File: src/include/sipc_pkg.sv
// Contract
// - sleep request stops every clock except a needed low-power rc clock and halts execution until a wake event
// - idle request halts the cpu while peripheral clocks keep running
// - enabled interrupt, watchdog time-out or any reset ends sleep or idle
// - entering sleep shuts the system clock source and on-chip oscillator
// - io direction and output values stay frozen throughout sleep
// - clock-failure monitor is kept inactive during sleep
// - low-power rc clock runs in sleep if watchdog or rtc needs it
// - enabled watchdog is cleared just before sleep is entered
// - system-clocked peripherals stop in sleep; external-clocked ones continue
// - after sleep execution resumes on the clock source used before
// - new oscillator select is writable only while clock config is unlocked
// - three-bit priority field gives level directly, 111 highest, 001 lowest
// - priority 000 disables the source for service and for wake-up
// - uart1 rx priority bits 14:12, ccp2 timer bits 2:0, reset 100
package sipc_pkg;

  // register byte offsets
  localparam logic [7:0] INTERRUPT_PRIORITY_CTRL_2_OFS = 8'h00;
  localparam logic [7:0] OSC_OFS  = 8'h04;
  localparam logic [7:0] STAT_OFS = 8'h08;
  localparam logic [7:0] CLR_OFS  = 8'h0C;
  localparam logic [7:0] IEN_OFS  = 8'h10;
  localparam logic [7:0] MODE_OFS = 8'h14;

  // priority register fields
  localparam int         PRIO_W    = 3;
  localparam int         U1RX_LSB  = 12;
  localparam int         CCP2_LSB  = 0;
  localparam logic [2:0] PRIO_RST  = 3'h4;
  localparam logic [2:0] PRIO_OFF  = 3'h0;

  // oscillator control fields
  localparam int         NOSC_LSB  = 0;
  localparam int         LOCK_BIT  = 3;
  localparam int         COSC_LSB  = 4;
  localparam logic [2:0] NOSC_RST  = 3'h0;

  // status, clear and enable layout
  localparam int EV_W        = 4;
  localparam int EV_SLEEP    = 0;
  localparam int EV_IDLE     = 1;
  localparam int EV_WAKE_IRQ = 2;
  localparam int EV_WAKE_WDT = 3;

  // power-save instruction operand
  localparam logic PS_SLEEP = 1'b0;
  localparam logic PS_IDLE  = 1'b1;

  localparam logic [1:0] RESP_OKAY   = 2'h0;
  localparam logic [1:0] RESP_SLVERR = 2'h2;

  typedef enum logic [1:0] {
    PWR_RUN   = 2'b00,
    PWR_PREP  = 2'b01,
    PWR_SLEEP = 2'b10,
    PWR_IDLE  = 2'b11
  } sipc_pwr_type;

endpackage : sipc_pkg

File: src/rtl/sipc_top.sv
module sipc_top #(
  parameter int IO_W = 16
) (
  input  wire logic            clk_in,
  input  wire logic            rst_in,
  // axi4-lite slave
  input  wire logic [7:0]      awaddr_in,
  input  wire logic            awvalid_in,
  output logic                 awready_out,
  input  wire logic [31:0]     wdata_in,
  input  wire logic [3:0]      wstrb_in,
  input  wire logic            wvalid_in,
  output logic                 wready_out,
  output logic [1:0]           bresp_out,
  output logic                 bvalid_out,
  input  wire logic            bready_in,
  input  wire logic [7:0]      araddr_in,
  input  wire logic            arvalid_in,
  output logic                 arready_out,
  output logic [31:0]          rdata_out,
  output logic [1:0]           rresp_out,
  output logic                 rvalid_out,
  input  wire logic            rready_in,
  // core power-save instruction
  input  wire logic            power_save_instruction_valid_in,
  input  wire logic            power_save_instruction_mode_in,
  // wake and configuration sources
  input  wire logic            uart1_rx_irq_in,
  input  wire logic            ccp2_timer_irq_in,
  input  wire logic            wdt_timeout_in,
  input  wire logic            wdt_enable_in,
  input  wire logic            rtc_on_low_power_rc_clock_in,
  input  wire logic            fscm_enable_in,
  // port logic to pins
  input  wire logic [IO_W-1:0] io_dir_in,
  input  wire logic [IO_W-1:0] io_dat_in,
  output logic [IO_W-1:0]      io_dir_out,
  output logic [IO_W-1:0]      io_dat_out,
  // clock controls
  output logic                 cpu_clk_en_out,
  output logic                 sys_clk_en_out,
  output logic                 osc_en_out,
  output logic                 low_power_rc_clock_en_out,
  output logic                 fscm_en_out,
  output logic                 wdt_clear_out,
  output logic [2:0]           cur_osc_out,
  output logic                 uart1_rx_irq_out,
  output logic                 ccp2_timer_irq_out,
  output logic                 irq_out
);

  typedef struct packed {
    sipc_pkg::sipc_pwr_type   pwr;
    logic [2:0]               u1_prio;
    logic [2:0]               ccp2_prio;
    logic [2:0]               nosc;
    logic                     lock;
    logic [2:0]               cosc;
    logic [sipc_pkg::EV_W-1:0] stat;
    logic [sipc_pkg::EV_W-1:0] ien;
    logic                     wdt_clr;
    logic                     cpu_en;
    logic                     sys_en;
    logic                     osc_en;
    logic                     low_power_rc_clock_en;
    logic                     fscm_en;
    logic [IO_W-1:0]          io_dir;
    logic [IO_W-1:0]          io_dat;
    logic                     u1_irq;
    logic                     ccp2_irq;
    logic                     irq;
    logic                     wdt_s1;
    logic                     wdt_s2;
    logic                     aw_got;
    logic                     w_got;
    logic [7:0]               awaddr;
    logic [15:0]              wdata;
    logic [1:0]               wstrb;
    logic                     awready;
    logic                     wready;
    logic                     bvalid;
    logic [1:0]               bresp;
    logic                     arready;
    logic                     rvalid;
    logic [1:0]               rresp;
    logic [15:0]              rdata;
  } sipc_state_type;

  sipc_state_type s_ff;
  sipc_state_type nxt_s;

  always_comb begin
    logic                      wake_irq;
    logic                      wake_wdt;
    logic                      do_wr;
    logic [sipc_pkg::EV_W-1:0] ev;
    logic [sipc_pkg::EV_W-1:0] clr;
    logic [15:0]               rd;
    nxt_s = s_ff;
    wake_irq = 1'b0;
    wake_wdt = 1'b0;
    do_wr = 1'b0;
    ev = '0;
    clr = '0;
    rd = 16'h0000;

    // watchdog time-out comes from the low_power_rc_clock domain
    nxt_s.wdt_s1 = wdt_timeout_in;
    nxt_s.wdt_s2 = s_ff.wdt_s1;

    // disabled sources neither interrupt nor wake
    nxt_s.u1_irq = uart1_rx_irq_in
                   && (s_ff.u1_prio != sipc_pkg::PRIO_OFF);
    nxt_s.ccp2_irq = ccp2_timer_irq_in
                     && (s_ff.ccp2_prio != sipc_pkg::PRIO_OFF);
    wake_irq = nxt_s.u1_irq || nxt_s.ccp2_irq;
    wake_wdt = s_ff.wdt_s2;

    nxt_s.wdt_clr = 1'b0;
    unique case (s_ff.pwr)
      sipc_pkg::PWR_RUN: begin
        if (power_save_instruction_valid_in) begin
          if (power_save_instruction_mode_in == sipc_pkg::PS_IDLE) begin
            nxt_s.pwr = sipc_pkg::PWR_IDLE;
            ev[sipc_pkg::EV_IDLE] = 1'b1;
          end else begin
            nxt_s.pwr = sipc_pkg::PWR_PREP;
            nxt_s.wdt_clr = wdt_enable_in;
            ev[sipc_pkg::EV_SLEEP] = 1'b1;
          end
        end
      end
      sipc_pkg::PWR_PREP: begin
        nxt_s.pwr = sipc_pkg::PWR_SLEEP;
      end
      sipc_pkg::PWR_SLEEP, sipc_pkg::PWR_IDLE: begin
        if (wake_irq || wake_wdt) begin
          nxt_s.pwr = sipc_pkg::PWR_RUN;
          ev[sipc_pkg::EV_WAKE_IRQ] = wake_irq;
          ev[sipc_pkg::EV_WAKE_WDT] = wake_wdt;
        end
      end
    endcase

    // clock gating follows the next power state
    nxt_s.cpu_en = (nxt_s.pwr == sipc_pkg::PWR_RUN);
    nxt_s.sys_en = (nxt_s.pwr != sipc_pkg::PWR_SLEEP);
    nxt_s.osc_en = (nxt_s.pwr != sipc_pkg::PWR_SLEEP);
    nxt_s.fscm_en = fscm_enable_in
                    && (nxt_s.pwr != sipc_pkg::PWR_SLEEP);
    nxt_s.low_power_rc_clock_en = (nxt_s.pwr != sipc_pkg::PWR_SLEEP)
                    || wdt_enable_in || rtc_on_low_power_rc_clock_in;

    // pins track port logic except while asleep
    if (s_ff.pwr != sipc_pkg::PWR_SLEEP) begin
      nxt_s.io_dir = io_dir_in;
      nxt_s.io_dat = io_dat_in;
    end

    // source only switches while running, so wake keeps it
    if (s_ff.pwr == sipc_pkg::PWR_RUN) begin
      nxt_s.cosc = s_ff.nosc;
    end

    // axi write channels, taken in either order
    if (awvalid_in && s_ff.awready) begin
      nxt_s.aw_got = 1'b1;
      nxt_s.awaddr = awaddr_in;
    end
    if (wvalid_in && s_ff.wready) begin
      nxt_s.w_got = 1'b1;
      nxt_s.wdata = wdata_in[15:0];
      nxt_s.wstrb = wstrb_in[1:0];
    end
    if (s_ff.bvalid && bready_in) begin
      nxt_s.bvalid = 1'b0;
    end
    do_wr = s_ff.aw_got && s_ff.w_got && !s_ff.bvalid;
    if (do_wr) begin
      nxt_s.aw_got = 1'b0;
      nxt_s.w_got = 1'b0;
      nxt_s.bvalid = 1'b1;
      nxt_s.bresp = sipc_pkg::RESP_OKAY;
      unique case (s_ff.awaddr)
        sipc_pkg::INTERRUPT_PRIORITY_CTRL_2_OFS: begin
          if (s_ff.wstrb[0]) begin
            nxt_s.ccp2_prio = s_ff.wdata[sipc_pkg::CCP2_LSB +: 3];
          end
          if (s_ff.wstrb[1]) begin
            nxt_s.u1_prio = s_ff.wdata[sipc_pkg::U1RX_LSB +: 3];
          end
        end
        sipc_pkg::OSC_OFS: begin
          if (s_ff.wstrb[0]) begin
            if (!s_ff.lock) begin
              nxt_s.nosc = s_ff.wdata[sipc_pkg::NOSC_LSB +: 3];
            end
            if (s_ff.wdata[sipc_pkg::LOCK_BIT]) begin
              nxt_s.lock = 1'b1;
            end
          end
        end
        sipc_pkg::CLR_OFS: begin
          if (s_ff.wstrb[0]) begin
            clr = s_ff.wdata[sipc_pkg::EV_W-1:0];
          end
        end
        sipc_pkg::IEN_OFS: begin
          if (s_ff.wstrb[0]) begin
            nxt_s.ien = s_ff.wdata[sipc_pkg::EV_W-1:0];
          end
        end
        sipc_pkg::STAT_OFS, sipc_pkg::MODE_OFS: begin
          nxt_s.bresp = sipc_pkg::RESP_OKAY;
        end
        default: begin
          nxt_s.bresp = sipc_pkg::RESP_SLVERR;
        end
      endcase
    end
    nxt_s.awready = !nxt_s.aw_got && !nxt_s.bvalid;
    nxt_s.wready = !nxt_s.w_got && !nxt_s.bvalid;

    // set beats clear in the same cycle
    nxt_s.stat = (s_ff.stat & ~clr) | ev;
    nxt_s.irq = |(nxt_s.stat & nxt_s.ien);

    // axi read channel
    if (s_ff.rvalid && rready_in) begin
      nxt_s.rvalid = 1'b0;
    end
    if (arvalid_in && s_ff.arready) begin
      nxt_s.rvalid = 1'b1;
      nxt_s.rresp = sipc_pkg::RESP_OKAY;
      unique case (araddr_in)
        sipc_pkg::INTERRUPT_PRIORITY_CTRL_2_OFS: begin
          rd[sipc_pkg::U1RX_LSB +: 3] = s_ff.u1_prio;
          rd[sipc_pkg::CCP2_LSB +: 3] = s_ff.ccp2_prio;
        end
        sipc_pkg::OSC_OFS: begin
          rd[sipc_pkg::NOSC_LSB +: 3] = s_ff.nosc;
          rd[sipc_pkg::LOCK_BIT] = s_ff.lock;
          rd[sipc_pkg::COSC_LSB +: 3] = s_ff.cosc;
        end
        sipc_pkg::STAT_OFS: begin
          rd[sipc_pkg::EV_W-1:0] = s_ff.stat;
        end
        sipc_pkg::IEN_OFS: begin
          rd[sipc_pkg::EV_W-1:0] = s_ff.ien;
        end
        sipc_pkg::CLR_OFS: begin
          rd = 16'h0000;
        end
        sipc_pkg::MODE_OFS: begin
          rd[1:0] = s_ff.pwr;
        end
        default: begin
          nxt_s.rresp = sipc_pkg::RESP_SLVERR;
        end
      endcase
      nxt_s.rdata = rd;
    end
    nxt_s.arready = !nxt_s.rvalid;
  end

  always_ff @(posedge clk_in or posedge rst_in) begin
    if (rst_in) begin
      s_ff <= '0;
      s_ff.pwr <= sipc_pkg::PWR_RUN;
      s_ff.u1_prio <= sipc_pkg::PRIO_RST;
      s_ff.ccp2_prio <= sipc_pkg::PRIO_RST;
      s_ff.nosc <= sipc_pkg::NOSC_RST;
      s_ff.cosc <= sipc_pkg::NOSC_RST;
      s_ff.cpu_en <= 1'b1;
      s_ff.sys_en <= 1'b1;
      s_ff.osc_en <= 1'b1;
      s_ff.low_power_rc_clock_en <= 1'b1;
      s_ff.awready <= 1'b1;
      s_ff.wready <= 1'b1;
      s_ff.arready <= 1'b1;
    end else begin
      s_ff <= nxt_s;
    end
  end

  assign awready_out        = s_ff.awready;
  assign wready_out         = s_ff.wready;
  assign bresp_out          = s_ff.bresp;
  assign bvalid_out         = s_ff.bvalid;
  assign arready_out        = s_ff.arready;
  assign rdata_out          = {16'h0000, s_ff.rdata};
  assign rresp_out          = s_ff.rresp;
  assign rvalid_out         = s_ff.rvalid;
  assign io_dir_out         = s_ff.io_dir;
  assign io_dat_out         = s_ff.io_dat;
  assign cpu_clk_en_out     = s_ff.cpu_en;
  assign sys_clk_en_out     = s_ff.sys_en;
  assign osc_en_out         = s_ff.osc_en;
  assign low_power_rc_clock_en_out        = s_ff.low_power_rc_clock_en;
  assign fscm_en_out        = s_ff.fscm_en;
  assign wdt_clear_out      = s_ff.wdt_clr;
  assign cur_osc_out        = s_ff.cosc;
  assign uart1_rx_irq_out   = s_ff.u1_irq;
  assign ccp2_timer_irq_out = s_ff.ccp2_irq;
  assign irq_out            = s_ff.irq;

endmodule : sipc_top

File: config.mk
export PLATFORM = sky130hd
export DESIGN_NAME = sipc_top
export DESIGN_NICKNAME = d
export VERILOG_FILES = /design/src/include/sipc_pkg.sv /design/src/rtl/sipc_top.sv
export SDC_FILE = /design/constraint.sdc
export NUM_CORES = 1
export LEC_CHECK = 0
export BUFFER_PORTS_ARGS = -buffer_cell sky130_fd_sc_hd__buf_4
export CAP_MARGIN = 5
export CORE_ASPECT_RATIO = 0.5
export CORE_MARGIN = 1.5
export CORE_UTILIZATION = 52
export DETAILED_ROUTE_END_ITERATION = 12
export HOLD_SLACK_MARGIN = 0.03
export PLACE_DENSITY = 0.86
export SLEW_MARGIN = 20
export SYNTH_ARGS = -nofsm -noshare
export SYNTH_HDL_FRONTEND = slang
export SYNTH_SLANG_ARGS = --single-unit
File: constraint.sdc
create_clock -name clk_in -period 7.7 [get_ports clk_in]
set_input_delay 0.385 -clock clk_in [delete_from_list [all_inputs] [get_ports clk_in]]
set_output_delay 0.385 -clock clk_in [all_outputs]
set_load 0.005 [all_outputs]
==> impl_metrics.ini <==
[routing]
routed_via_density = 4.93
first_pass_iters = 4
route.detailed.drc = 0
wl_met2_um = 4230
wl_met3_um = 555
drt-wirelength-per-cell_um = 14.4
vias = 2787
ant_nets = 0
drt_iter0_drc = 166
drt-met1-wl_um = 3280
top_layer = met4
drt_wl_total_um = 8130

[synth]
synthFlopType = dfrtp_1
synth_most_common_cell = dfrtp_1
synth_common_cells = dfrtp_1, buf_4, mux2_2
synth_compound_area_share_pct = 5.45
synth_top_area_share_pct = 51.4
synth-simple-area-share_pct = 7.72
syn_inst = 359
synth-seq-cells = 101
async_flop_share_pct = 100
synth.avg_cell_area_um2 = 12.6
synth.mux.area_fraction_pct = 17.4
yosys_warnings = 0
yosys.area.top_type = dfrtp_1
synth.area.top_cells = dfrtp_1, mux2_2, buf_4
ys_types = 40
synth_top_family_by_area = multiplexers
synthesis.area_mm2 = 0.00452
synth_fa_ha_area_share_pct = 0
synth_xor_area_share_pct = 0
synth_edf_count = 0
seq_area_frac_synth_pct = 56.1

[die]
io_pins = 184
die_h_um = 69.0
chipWidth_um = 135
num_rows = 23
start_util_pct = 55.0
dieArea_mm2 = 0.00930
coreArea_mm2 = 0.00823

[power_and_ir_drop]
fin_total_pwr_mw = 1.80
power.density_mw_per_mm2 = 328
p_leak_nw = 2.64
ir_worst_vdd_mv = 0.130

[sta]
period_share_pct = 34.6
drv_slew = 0
setup_viol = 0
finClkSkew_ns = 0.00654
timing.fmax_mhz = 375
maxSlewHeadroom_pct = 36.3
rsz0062_at_grt = no
hold_viol_final = 0
setup-tns-final_ns = 0
fin_crit_ns = 2.66
tightest_slew_ns = 0.955

[placed_design]
place_area_mm2 = 0.00518
io_buffer_count = 132
routabilityCongestion = 0.791
hpwl_um = 6090

[critical_path]
r2r_slack_ns = 5.04
r2r_start = s_ff[50]$_DFFE_PP0P_
end_kind = flop
cp_max_fo = 5
cp-startpoint = s_ff[50]$_DFFE_PP0P_
startpoint_type = flop
crit_required_ns = 7.91
crit_end = irq_out$_DFF_PP0_
r2r_cells = 5
cp.arrival_ns = 2.88
r2r-end = irq_out$_DFF_PP0_
critPathKind = reg2reg

[hold_path]
min_path_cells = 1
min_path_type = in2reg

[clock_network]
clkSinkCount = 101
htreeDepth = 3
cts-root-buf = clkbuf_16
cts_buffers = 9
cts_resized = 0
cts_tree = done
post_cts_buffers = 0
hold_buffers = 1
clock_path_buffers = 2
clk_latency_ns = 0.34
worst_setup_hold_path_clk_slew_ns = 0.07

[status]
status = completed

[global_route]
antenna_found_initial = 0
grt-ovfl-total = 0
grt_usage_pct = 17.7
grt_start_max_net_pins = 79
grt_pass1_vias = 2614
grt_pass1_wl_um = 12500

[final_layout]
n_antenna_cell = 0
nets = 547
stdcell_area_mm2 = 0.00550
area_growth_pct = 21.6
final_layout_size_suffix_gt1_share_pct = 51.4

[flow_run]
max_cap_viol_count = 0
[per-layer routing]
metal / global-route usage, % / up-vias
li1: - / 1328
met1: 21.1 / 1355
met2: 31.3 / 96
met3: 5.77 / 8
met4: 5.65 / 0
met5: 0 / -
[through the flow]
| stage | utilization (%) | hold slack [ns] | setup WS [ns] | cells |
|---|---|---|---|---|
| finish | 66.9 | 0.154 | 5.04 | 565 |
| detailed placement | 63.0 | 0.347 | 5.06 | 548 |
| floorplan | - | 0.331 | 4.68 | 382 |
| global route | 66.9 | 0.139 | 4.89 | 565 |
| global placement | 63.0 | 0.342 | 5.07 | 548 |
| CTS | 66.9 | 0.146 | 5.03 | 565 |
[power breakdown]
group	internal (mW)	total (mW)	leakage (nW)	switching (mW)
registers	0.709	0.824	1.23	0.115
logic	0.325	0.522	1.27	0.197
clock network	0.269	0.457	0.148	0.188
total	1.30	1.80	2.64	0.500
[sequential cells by signal, indices dropped and copies added (netlist names), 3 cells and up]
signal       cells
rdata_out       10
io_dat_out      16
io_dir_out      16
cur_osc_out      3
s_ff            40
[worst min-delay path by stage]
stage / slack (ns) / end / from
3_3_place_gp: 0.34 / s_ff[53]$_DFF_PP0_ / nxt_s[53]$_DFF_PP0_
5_1_grt: 0.14 / nxt_s[53]$_DFF_PP0_ / wdt_timeout_in
3_5_place_dp: 0.35 / s_ff[53]$_DFF_PP0_ / nxt_s[53]$_DFF_PP0_
2_1_floorplan: 0.33 / s_ff[53]$_DFF_PP0_ / nxt_s[53]$_DFF_PP0_
6_report: 0.15 / nxt_s[53]$_DFF_PP0_ / wdt_timeout_in
4_1_cts: 0.15 / nxt_s[53]$_DFF_PP0_ / wdt_timeout_in
[cells in the final DEF, fill, tap and decap left out, types with 7 or more instances in the layout]
cell,netlist,final
o21ai_0,12,12
buf_4,72,134
nand2_1,24,24
nor2_1,10,10
dfstp_2,8,8
clkbuf_16,0,9
a21oi_1,7,7
mux2_2,67,67
dfrtp_1,93,93
conb_1,1,24
[cell families (layout without fill, tap and decap cells)]
family,after synthesis,count (layout)
compound gates,37,37
buf+inv,86,157
flops,101,101
mux,69,69
other cells,1,24
simple gates,65,65
[layout make-up]
type / instances / area (um^2)
fill: 633 / 2730
sequential: 101 / 2540
multi-input combinational: 195 / 1470
clock inverter: 5 / 58.8
tap: 112 / 140
inverter: 6 / 25.0
clock buffer: 11 / 253
timing repair buffer: 135 / 1020
[worst max-delay path, cell delays in order (launching register included)]
cell and delay [ns]:
dfrtp_1 0.38, or4_4 0.57, nor4_1 0.68, mux2_2 0.43, a32o_1 0.21, a221o_1 0.28
(Power assumes the default switching activity.)
